<file path="src/include/pmr_defs.svh">
// Purpose: Timing counts and fixed codes for the MAC receive port.
// Assumes: sys_clk at 200 MHz.
// Notes:   Half periods are sys_clk cycles between toggles of a generated clock.
`ifndef PMR_DEFS_SVH
`define PMR_DEFS_SVH

`define PMR_SYS_CLK_HZ 200000000
`define PMR_MII100_CLK_HZ 25000000
`define PMR_MII10_CLK_HZ 2500000
`define PMR_SERIAL_CLK_HZ 10000000
`define PMR_RMII_CLK_HZ 50000000
`define PMR_HALF_MII100 (`PMR_SYS_CLK_HZ / (2 * `PMR_MII100_CLK_HZ))
`define PMR_HALF_MII10 (`PMR_SYS_CLK_HZ / (2 * `PMR_MII10_CLK_HZ))
`define PMR_HALF_SERIAL (`PMR_SYS_CLK_HZ / (2 * `PMR_SERIAL_CLK_HZ))
`define PMR_HALF_RMII (`PMR_SYS_CLK_HZ / (2 * `PMR_RMII_CLK_HZ))
`define PMR_SQE_NS 1000
`define PMR_SQE_CYCLES ((`PMR_SQE_NS * (`PMR_SYS_CLK_HZ / 1000000)) / 1000)
`define PMR_RMII_ERR_DIBIT 2'h1

`endif

</file>
<file path="src/include/pmr_pkg.sv">
// Purpose: Types shared by the MAC receive port and its bench.
// Assumes: Counts live in pmr_defs.svh.
// Notes:   Mode codes match the receive interface variants.
package pmr_pkg;

    typedef enum logic [1:0] {
        PMR_MODE_MII = 2'h0,
        PMR_MODE_RMII = 2'h1,
        PMR_MODE_SERIAL = 2'h2
    } pmr_mode_t;

    // Receive symbols from the physical coding layer, same clock domain
    typedef struct packed {
        logic [3:0] data;
        logic dataValid;
        logic carrier;
        logic invalidSymbol;
        logic falseCarrier;
        logic txActive;
    } pmr_core_t;

    // MAC-facing receive pins; carrierSense is the combined output in RMII
    typedef struct packed {
        logic rxClk;
        logic [3:0] rxData;
        logic rxDataValid;
        logic rxError;
        logic carrierSense;
        logic collision;
    } pmr_pins_t;

endpackage

</file>
<file path="src/verilog/pmr_receive_port.sv">
// Purpose: Receive side of one MAC data port with MII, RMII and serial modes.
// Assumes: Core inputs are on sys_clk; reference_clock_in is asynchronous.
// Notes:   Generated clocks are divided from sys_clk and leave flip-flops.
`timescale 1ns/100ps
`default_nettype none
`include "pmr_defs.svh"

module pmr_receive_port #(
    parameter int DIV_W = 6
) (
    input wire logic sys_clk,
    input wire logic sys_rst,
    input wire pmr_pkg::pmr_mode_t mode,
    input wire logic speed100,
    input wire logic fullDuplex,
    input wire logic heartbeatEnable,
    input wire logic macClockDisableStrap,
    input wire logic reference_clock_in,
    input wire pmr_pkg::pmr_core_t core,
    output pmr_pkg::pmr_pins_t pins,
    output logic mac_clock_out
);

    initial begin
        if (DIV_W < 6 || `PMR_HALF_MII10 >= (1 << DIV_W)) begin
            $error("pmr_receive_port: DIV_W too small for the 2.5 MHz divider");
        end
    end

    ////////////////////////////////////////////////////////////////////////////
    // Reference clock sampling and strap capture

    logic refSync1;
    logic refSync2;
    logic refSync3;
    logic refLevel;
    logic strapTaken;
    logic macClockDisabled;

    // A change counts once the second and third stages agree
    wire refAgree = (refSync2 == refSync3);
    wire refRise = refAgree && refSync3 && !refLevel;

    always_ff @(posedge sys_clk) begin
        refSync1 <= reference_clock_in;
        refSync2 <= refSync1;
        refSync3 <= refSync2;
    end

    always_ff @(posedge sys_clk) begin
        if (sys_rst) begin
            // Start from the pin's present level so reset release gives no false edge
            refLevel <= refSync3;
        end else if (refAgree) begin
            refLevel <= refSync3;
        end
    end

    // Strap is caught on the first clock after reset release
    always_ff @(posedge sys_clk) begin
        if (sys_rst) begin
            strapTaken <= 1'b0;
            macClockDisabled <= 1'b1;
        end else if (!strapTaken) begin
            strapTaken <= 1'b1;
            macClockDisabled <= macClockDisableStrap;
        end
    end

    ////////////////////////////////////////////////////////////////////////////
    // Clock dividers

    wire isMii = (mode == pmr_pkg::PMR_MODE_MII);
    wire isRmii = (mode == pmr_pkg::PMR_MODE_RMII);
    wire isSerial = (mode == pmr_pkg::PMR_MODE_SERIAL);

    localparam logic [DIV_W-1:0] HALF_MII100 = DIV_W'(`PMR_HALF_MII100);
    localparam logic [DIV_W-1:0] HALF_MII10 = DIV_W'(`PMR_HALF_MII10);
    localparam logic [DIV_W-1:0] HALF_SERIAL = DIV_W'(`PMR_HALF_SERIAL);
    localparam logic [DIV_W-1:0] HALF_RMII = DIV_W'(`PMR_HALF_RMII);
    localparam logic [7:0] SQE_CYCLES = 8'(`PMR_SQE_CYCLES);

    logic [DIV_W-1:0] rxDivCount;
    logic [DIV_W-1:0] macDivCount;
    logic rxClkState;
    logic macClkState;

    wire [DIV_W-1:0] rxHalf = isSerial ? HALF_SERIAL :
        (speed100 ? HALF_MII100 : HALF_MII10);
    wire [DIV_W-1:0] macHalf = isRmii ? HALF_RMII : HALF_MII100;
    wire rxToggle = !isRmii && (rxDivCount == rxHalf - DIV_W'(1));
    wire macToggle = (macDivCount == macHalf - DIV_W'(1));
    // Outputs change on the falling edge so the MAC samples mid-bit on rising
    wire rxFall = rxToggle && rxClkState;
    wire [DIV_W-1:0] next_rxDivCount = rxToggle ? '0 : rxDivCount + DIV_W'(1);
    wire [DIV_W-1:0] next_macDivCount = macToggle ? '0 : macDivCount + DIV_W'(1);

    always_ff @(posedge sys_clk) begin
        if (sys_rst || isRmii) begin
            rxDivCount <= '0;
            rxClkState <= 1'b0;
        end else begin
            rxDivCount <= next_rxDivCount;
            rxClkState <= rxToggle ? !rxClkState : rxClkState;
        end
    end

    always_ff @(posedge sys_clk) begin
        if (sys_rst || macDivCount >= macHalf) begin
            macDivCount <= '0;
            macClkState <= 1'b0;
        end else begin
            macDivCount <= next_macDivCount;
            macClkState <= macToggle ? !macClkState : macClkState;
        end
    end

    always_ff @(posedge sys_clk) begin
        if (sys_rst) begin
            mac_clock_out <= 1'b0;
        end else begin
            mac_clock_out <= macClkState && !macClockDisabled;
        end
    end

    ////////////////////////////////////////////////////////////////////////////
    // Heartbeat (SQE test) after each 10 Mb/s half duplex transmission in MII and serial modes

    typedef enum logic [1:0] {
        PMR_SQE_IDLE = 2'h1,
        PMR_SQE_PULSE = 2'h2
    } pmr_sqe_t;

    pmr_sqe_t sqeState;
    pmr_sqe_t next_sqeState;
    logic [7:0] sqeCount;
    logic txActiveLast;

    wire txEnded = txActiveLast && !core.txActive;
    wire sqeAllowed = !speed100 && !fullDuplex && heartbeatEnable && !isRmii;
    wire sqeDone = (sqeCount == SQE_CYCLES - 8'h01);

    always_comb begin
        next_sqeState = sqeState;
        case (sqeState)
            PMR_SQE_IDLE: begin
                if (txEnded && sqeAllowed) begin
                    next_sqeState = PMR_SQE_PULSE;
                end
            end
            PMR_SQE_PULSE: begin
                if (sqeDone || fullDuplex) begin
                    next_sqeState = PMR_SQE_IDLE;
                end
            end
            default: next_sqeState = PMR_SQE_IDLE;
        endcase
    end

    always_ff @(posedge sys_clk) begin
        if (sys_rst) begin
            sqeState <= PMR_SQE_IDLE;
            sqeCount <= 8'h00;
            txActiveLast <= 1'b0;
        end else begin
            sqeState <= next_sqeState;
            sqeCount <= (sqeState == PMR_SQE_PULSE) ? sqeCount + 8'h01 : 8'h00;
            txActiveLast <= core.txActive;
        end
    end

    // Collision is a plain level; it is not tied to the receive clock
    wire sqeActive = (sqeState == PMR_SQE_PULSE);
    wire next_collision = !isRmii && !fullDuplex &&
        ((core.txActive && core.carrier) || sqeActive);

    ////////////////////////////////////////////////////////////////////////////
    // Receive data path

    logic dibitPhase;
    logic [1:0] upperDibit;
    logic upperError;

    // Dibits go out low pair first; the upper pair is held for the next edge
    wire rmiiErrNow = (speed100 && core.invalidSymbol && core.dataValid)
        || core.falseCarrier;
    wire rmiiErr = dibitPhase ? upperError : rmiiErrNow;
    wire [1:0] rmiiRaw = dibitPhase ? upperDibit : core.data[1:0];
    // Replacing data on error makes the frame fail its check at the MAC
    wire [1:0] rmiiData = rmiiErr ? `PMR_RMII_ERR_DIBIT : rmiiRaw;
    wire rmiiCrsDv = core.carrier || core.dataValid;

    wire miiErr = speed100 && core.invalidSymbol && core.dataValid;

    always_ff @(posedge sys_clk) begin
        if (sys_rst || !isRmii) begin
            dibitPhase <= 1'b0;
            upperDibit <= 2'h0;
            upperError <= 1'b0;
        end else if (refRise) begin
            dibitPhase <= core.dataValid ? !dibitPhase : 1'b0;
            upperDibit <= core.data[3:2];
            upperError <= rmiiErrNow;
        end
    end

    always_ff @(posedge sys_clk) begin
        if (sys_rst) begin
            pins <= '0;
        end else begin
            pins.rxClk <= rxClkState;
            pins.collision <= next_collision;
            if (isRmii && refRise) begin
                pins.rxData <= {2'h0, rmiiData};
                pins.rxDataValid <= core.dataValid;
                pins.rxError <= rmiiErr;
                pins.carrierSense <= rmiiCrsDv;
            end else if (isMii && rxFall) begin
                pins.rxData <= core.dataValid ? core.data : 4'h0;
                pins.rxDataValid <= core.dataValid;
                pins.rxError <= miiErr;
                pins.carrierSense <= core.carrier;
            end else if (isSerial && rxFall) begin
                pins.rxData <= {3'h0, core.data[0] && core.carrier};
                pins.rxDataValid <= 1'b0;
                pins.rxError <= 1'b0;
                pins.carrierSense <= core.carrier;
            end
        end
    end

endmodule
`default_nettype wire

</file>
<file path="config.mk">
export PLATFORM = sky130hd
export DESIGN_NAME = pmr_receive_port
export DESIGN_NICKNAME = d
export VERILOG_FILES = /design/src/include/pmr_pkg.sv /design/src/verilog/pmr_receive_port.sv
export VERILOG_INCLUDE_DIRS = /design/src /design/src/include
export SDC_FILE = /design/constraint.sdc
export NUM_CORES = 1
export LEC_CHECK = 0
export ABC_AREA = 0
export BUFFER_PORTS_ARGS = -buffer_cell sky130_fd_sc_hd__buf_2
export CORE_ASPECT_RATIO = 0.9
export CORE_MARGIN = 3
export CORE_UTILIZATION = 50
export DETAILED_ROUTE_END_ITERATION = 12
export GPL_TIMING_DRIVEN = 1
export PLACE_DENSITY = 0.75
export SLEW_MARGIN = 20
export SYNTH_ARGS = -nofsm -noshare
export SYNTH_HDL_FRONTEND = slang
export SYNTH_SLANG_ARGS = --single-unit
export TNS_END_PERCENT = 30
</file>
<file path="constraint.sdc">
create_clock -name sys_clk -period 5.8 [get_ports sys_clk]
set_input_delay 0 -clock sys_clk [delete_from_list [all_inputs] [get_ports sys_clk]]
set_output_delay 0 -clock sys_clk [all_outputs]
set_load 0.01 [all_outputs]
</file>
### After elaboration in Yosys (flattened, before gate mapping)

Index checks and enable logic that the tools add are counted.
W data, S select, Z words.

| word-level totals | value |
|---|---|
| logic and storage cells | 102 |
| output and inout bits | 10 |
| memories kept | 0 |
| bits in latches | 0 |
| bits in read-only memories | 0 |
| flip-flop bits (word level) | 45 |
| bits in writable memories | 0 |

| cells by class | value |
|---|---|
| shifts and indexed selects | 0 |
| div/mod/pow operators | 0 |
| multipliers | 0 |
| bitwise logic cells | 1 |
| reductions and logical operators | 44 |
| $add $sub $neg | 5 |
| equal/unequal tests | 10 |
| $lt $le $gt $ge | 1 |
| mux-type cells | 17 |

Operator list:

| cell | number |
|---|---|
| $logic_and A1 B1 Y1 | 19 |
| $mux W7 | 2 |
| $add A6 B1 Y6 const B | 2 |
| $eq A6 B6 Y1 | 2 |
| $mux W6 | 2 |
| $logic_not A1 Y1 | 9 |
| $add A8 B1 Y8 const B | 1 |
| $eq A8 B8 Y1 const B | 1 |
| $mux W2 | 4 |
| $reduce_or A2 Y1 | 4 |
| $logic_or A1 B1 Y1 | 7 |
| $ge A6 B3 Y1 | 1 |
| $sub A6 B1 Y6 const B | 1 |
| $mux W1 | 5 |
| $mux W5 | 1 |
| $eq A2 B1 Y1 const B | 2 |
| $eq A2 B2 Y1 const B | 2 |
| $mux W4 | 1 |
| $pmux W2 S2 | 1 |
| $reduce_bool A2 Y1 | 2 |
| $sub A3 B1 Y4 const B | 1 |
| $mux W3 | 1 |
| $reduce_bool A3 Y1 | 1 |
| $logic_not A2 Y1 | 1 |
| other kinds (5) | 5 |

### Depth between registers and ports, before layout

| depth | value |
|---|---|
| depth after elaboration | 10 |
| gate-level depth with buffers | 8 |
| gate-level depth less buffers | 8 |

### Least setup slack after synthesis

OpenSTA, ideal clock, no wires.

| timing | value |
|---|---|
| path type | register to register |
| from | reg rxDivCount[3] |
| to | reg pins[4] in the netlist's numbering |
| slack | 3808 ps |
| library setup time | 71 ps |
| data arrival time | 1921 ps |
| period minus slack after synthesis | 1992 ps |
| required time | 5729 ps |
| stages on the path, launching flop included | 6 |
| path through | dfxtp_1 or4b_4 a311oi_4 o211ai_4 or4b_1 a21oi_1 |

| between the ends | value |
|---|---|
| cells in the longest elaborated chain, start to end | 6 |

Ends and longest elaborated chain:

| what | RTL line | text |
|---|---|---|
| from (decl) | pmr_receive_port.sv:83 | `logic [DIV_W-1:0] rxDivCount;` |
| from (signal assigned) | pmr_receive_port.sv:103 | `rxDivCount <= next_rxDivCount;` |
| $eq A6 B6 Y1 (*) | pmr_receive_port.sv:91 | `wire rxToggle = !isRmii && (rxDivCount == rxHalf - DIV_W'(1));` |
| $logic_and A1 B1 Y1 (*) | pmr_receive_port.sv:91 |  |
| $logic_and A1 B1 Y1 (*) | pmr_receive_port.sv:94 | `wire rxFall = rxToggle && rxClkState;` |
| $logic_and A1 B1 Y1 | pmr_receive_port.sv:218 | `end else if (isMii && rxFall) begin` |
| $mux W7 | pmr_receive_port.sv:218 |  |
| $mux W5 | pmr_receive_port.sv:213 | `if (isRmii && refRise) begin` |
| to (decl) | pmr_receive_port.sv:20 | `output pmr_pkg::pmr_pins_t pins,` |

Mark *: on every way between the ends. The rest lies on a longest branch, timed or not.
A chain may end at the register's enable or synchronous reset.

### Worst setup path in the final report

Ends and elaborated chain as after synthesis.

==> summary.md <==
| Metric | Value |
|---|---|
| Status | completed |
| Kind of critical path | reg2reg |
| Synth unique cells | 40 |
| Setup_tns | 0 ps |
| Worst slew margin | 0.5658 |
| Sequential element share of the synthesized area | 0.4866 |
| Worst Max-Slew Pin Slew | between 600 and 700 ps |
| Count of warnings emitted by yosys | 0 |
| Buffers on Ports | 27 |
| Post-synthesis cell count | 194 |
| Die span in y | approximately 64 microns |
| Post-CTS Setup Inserts | 0 |
| Asr flop ratio synth | 0 |
| Core area | between 0.003 and 0.004 sq mm |
| Clock slew at reported path FFs | ~80 ps |
| Final Hold Vio Count | 0 |
| Total GRT Usage | 0.1819 |
| Number of synthesized flops with an enable pin | 1 |
| Io pins | 28 |
| Critical path peak fanout | 9 |
| P_leak | around 0.00093 uW |
| Min cycle time layout | ~2100 ps |
| Die span in x | 70.50 microns |
| Placed cell count | approximately 260 |
| Initial antenna violation count | 0 |
| Vias in the first global route | 1450 |
| Simple-Gate Fraction of Synth Area | 0.2413 |
| Clock Latency Late Sink | 300 ps |
| Fmax | 473.9 MHz |
| Count of pins over their slew limit | 0 |
| Final setup viols | 0 |
| First-pass GRT wire length | around 6500 microns |
| Die footprint | 0.004515 sq mm |
| Largest family of logic cells by synthesized area | simple AND/OR/NAND/NOR gates |
| Layout net count | about 260 |
| Final WS setup | 3690 ps |
| Ant diodes | 0 |
| Clock Tree Buf Depth | 2 |
| Worst vdd ir | 0.1421 mV |
| Pwr dens | 246.4 mW/mm^2 |
| Final period util | 0.3638 |
| HP Class | in2reg |
| Fin cells | 277 |
| Post-layout power | between 500 and 600 uW |
| DRC Markers | 0 |
| Final WL | 3674 microns |
| RSZ-0062 raised after global routing | no |
| Routed vias | 1445 |
| CTS tree | built |
| Avg WL per Cell | around 13 microns |
| DRT iter0 DRCs | 102 |
| Drt via density | 5.217 |
| Flops & latches, synth | 45 |
| Initial Util | 0.5381 |
| Root Buffer | clkbuf_8 |
| Post-Synth XOR/XNOR Area | 0.06551 |
| Htree depth | 2 |
| RePlAce Congestion | 0.8062 |
| Detail Route Antenna Nets | 0 |
| Setup slack at placement | approximately 3700 ps |
| Layout cells sized above 1 | 0.1631 |
| Syn_area_per_cell | around 9.6 sq um |
| Area Overhead vs Synth | 17.71% |
| Post-synthesis mux area share | 0.03209 |
| Crit end category | flop |
| First drt pass iteration count | 4 |
| Top FF cell, synth | dfxtp_1 |
| Post-DP HPWL | around 2600 microns |
| Fillers | 300 |
| Num CTS Buffers | 5 |
| Synth Area in Compound Gates | 0.1063 |
| Signal arrival time at the worst endpoint | 2350 ps |
| Clock Skew | ~7.3 ps |
| CP Launch Type | flop |
| GR Overflow Total | 0 |
| Worst EP required | between 6000 and 7000 ps |
| Row Count | 20 |
| Post-Synth Adder-Cell Area | 0.04011 |
| Largest net degree at the start of global routing | 18 |
| Clock sink count | between 40 and 50 |
| Netlist Area Pre-Place | 0.001872 sq mm |
| Max_cap viols | 0 |
==> critical path, stage by stage (launching register included) <==
cell and delay [ps]:
dfxtp_1 370, or4b_4 510, a311oi_4 300, o211ai_4 190
or4b_1 530, a21oi_1 140
==> sequential cells by signal, summed over array words and instances, names as in the netlist <==
name              flops
rxClkState            1
upperError            1
refLevel              1
macDivCount           6
txActiveLast          1
rxDivCount            6
refSync2              1
refSync3              1
macClockDisabled      1
sqeState              2
refSync1              1
mac_clock_out         1
upperDibit            2
macClkState           1
pins                  9
sqeCount              8
dibitPhase            1
strapTaken            1
==> where the power goes <==
group | internal [uW] | total, uW | leakage [uW] | switching (uW)
clock | 83.5 | 185 | 0.0000450 | 102
sequential | 316 | 320 | 0.000368 | 3.49
combinational | 17.2 | 37.6 | 0.000516 | 20.4
total | 417 | 543 | 0.000929 | 126
==> path summary, 6_finish.rpt <==
| check | cells past startpoint | slack, ps | endpoint | startpoint |
|---|---|---|---|---|
| setup / recovery | 5 | 3690 | pins[4] | rxDivCount[3] |
| hold reg to reg | 0 | 330 | refSync2 | refSync1 |
| setup reg to reg | 5 | 3690 | pins[4] | rxDivCount[3] |
| hold / removal | 3 | 10 | pins[0] | core[3] |
==> kinds of logic after synthesis <==
logic type	after synthesis
xor+xnor	14
flops	45
other cells	1
fa+ha+maj	6
compound gates	24
simple gates	85
buf+inv	13
mux	6
==> final cells by class <==
type                       instances  area (sq um)  area share
inverter                           9         33.78     0.01533
sequential                        45         910.9      0.4134
tap                               44         55.05     0.02499
timing repair buffer              34         205.2     0.09313
clock inverter                     2         10.01    0.004543
multi-input combinational        137         915.9      0.4157
clock buffer                       6         72.57     0.03294
==> per-layer routing <==
| layer | GRT usage | up-vias | part of all wire |
|---|---|---|---|
| li1 | - | 747 | - |
| met1 | 0.2351 | 639 | 0.48 |
| met2 | 0.2792 | 51 | 0.43 |
| met3 | 0.04560 | 8 | 0.066 |
| met4 | 0.09569 | 0 | 0.022 |
| met5 | 0 | - | 0 |
==> through the flow <==
stage          hold slack [ps]  instance area (sq um)    util
2_1_floorplan            27.72                   1876       -
3_3_place_gp             104.0                   2051  0.5896
3_5_place_dp             106.9                   2051  0.5896
4_1_cts                  9.046                   2203  0.6335
5_1_grt                  33.83                   2203  0.6335
6_report                 10.85                   2203  0.6335
==> cell usage in the layout (no fill, tap or decap), types with 2 or more instances in the layout <==
cell,netlist,layout
a311oi_1,2,2
nor2b_1,7,7
dlygate4sd3_1,0,7
nand2_1,13,13
nor4b_1,2,2
mux2i_1,6,6
clkinv_2,0,2
ha_1,6,6
nand2b_1,4,4
inv_1,9,9
a21oi_1,6,6
a2111oi_0,2,2
conb_1,1,2
a31oi_1,2,2
nor2_1,25,25
and2_1,3,3
clkbuf_8,0,5
buf_2,0,27
or3_1,2,2
and3_1,7,7
o21a_1,2,2
nor3_1,6,6
dfxtp_1,44,44
o31ai_1,2,2
nand3_1,9,9
xnor2_1,6,6
xor2_1,8,8
==> synth_stat cells, types with 2 or more instances <==
library cell   n  share of area
nor3_1         6          0.016
nand2b_1       4          0.013
nor4b_1        2         0.0094
ha_1           6          0.040
nor2b_1        7          0.023
and3_1         7          0.023
a311oi_1       2         0.0094
a2111oi_0      2         0.0094
o21a_1         2         0.0080
nand2_1       13          0.026
o31ai_1        2         0.0080
xnor2_1        6          0.028
a21oi_1        6          0.016
or3_1          2         0.0067
dfxtp_1       44           0.47
a31oi_1        2         0.0067
nand3_1        9          0.024
clkbuf_1       4         0.0080
xor2_1         8          0.037
and2_1         3          0.010
mux2i_1        6          0.032
nor2_1        25          0.050
inv_1          9          0.018
==> timing repair <==
item                      CTS  global route
hold endpoints to repair    9             0
hold buffers                7             0
resized for setup           0             0
Note: power is estimated with default switching activity, not from simulation.
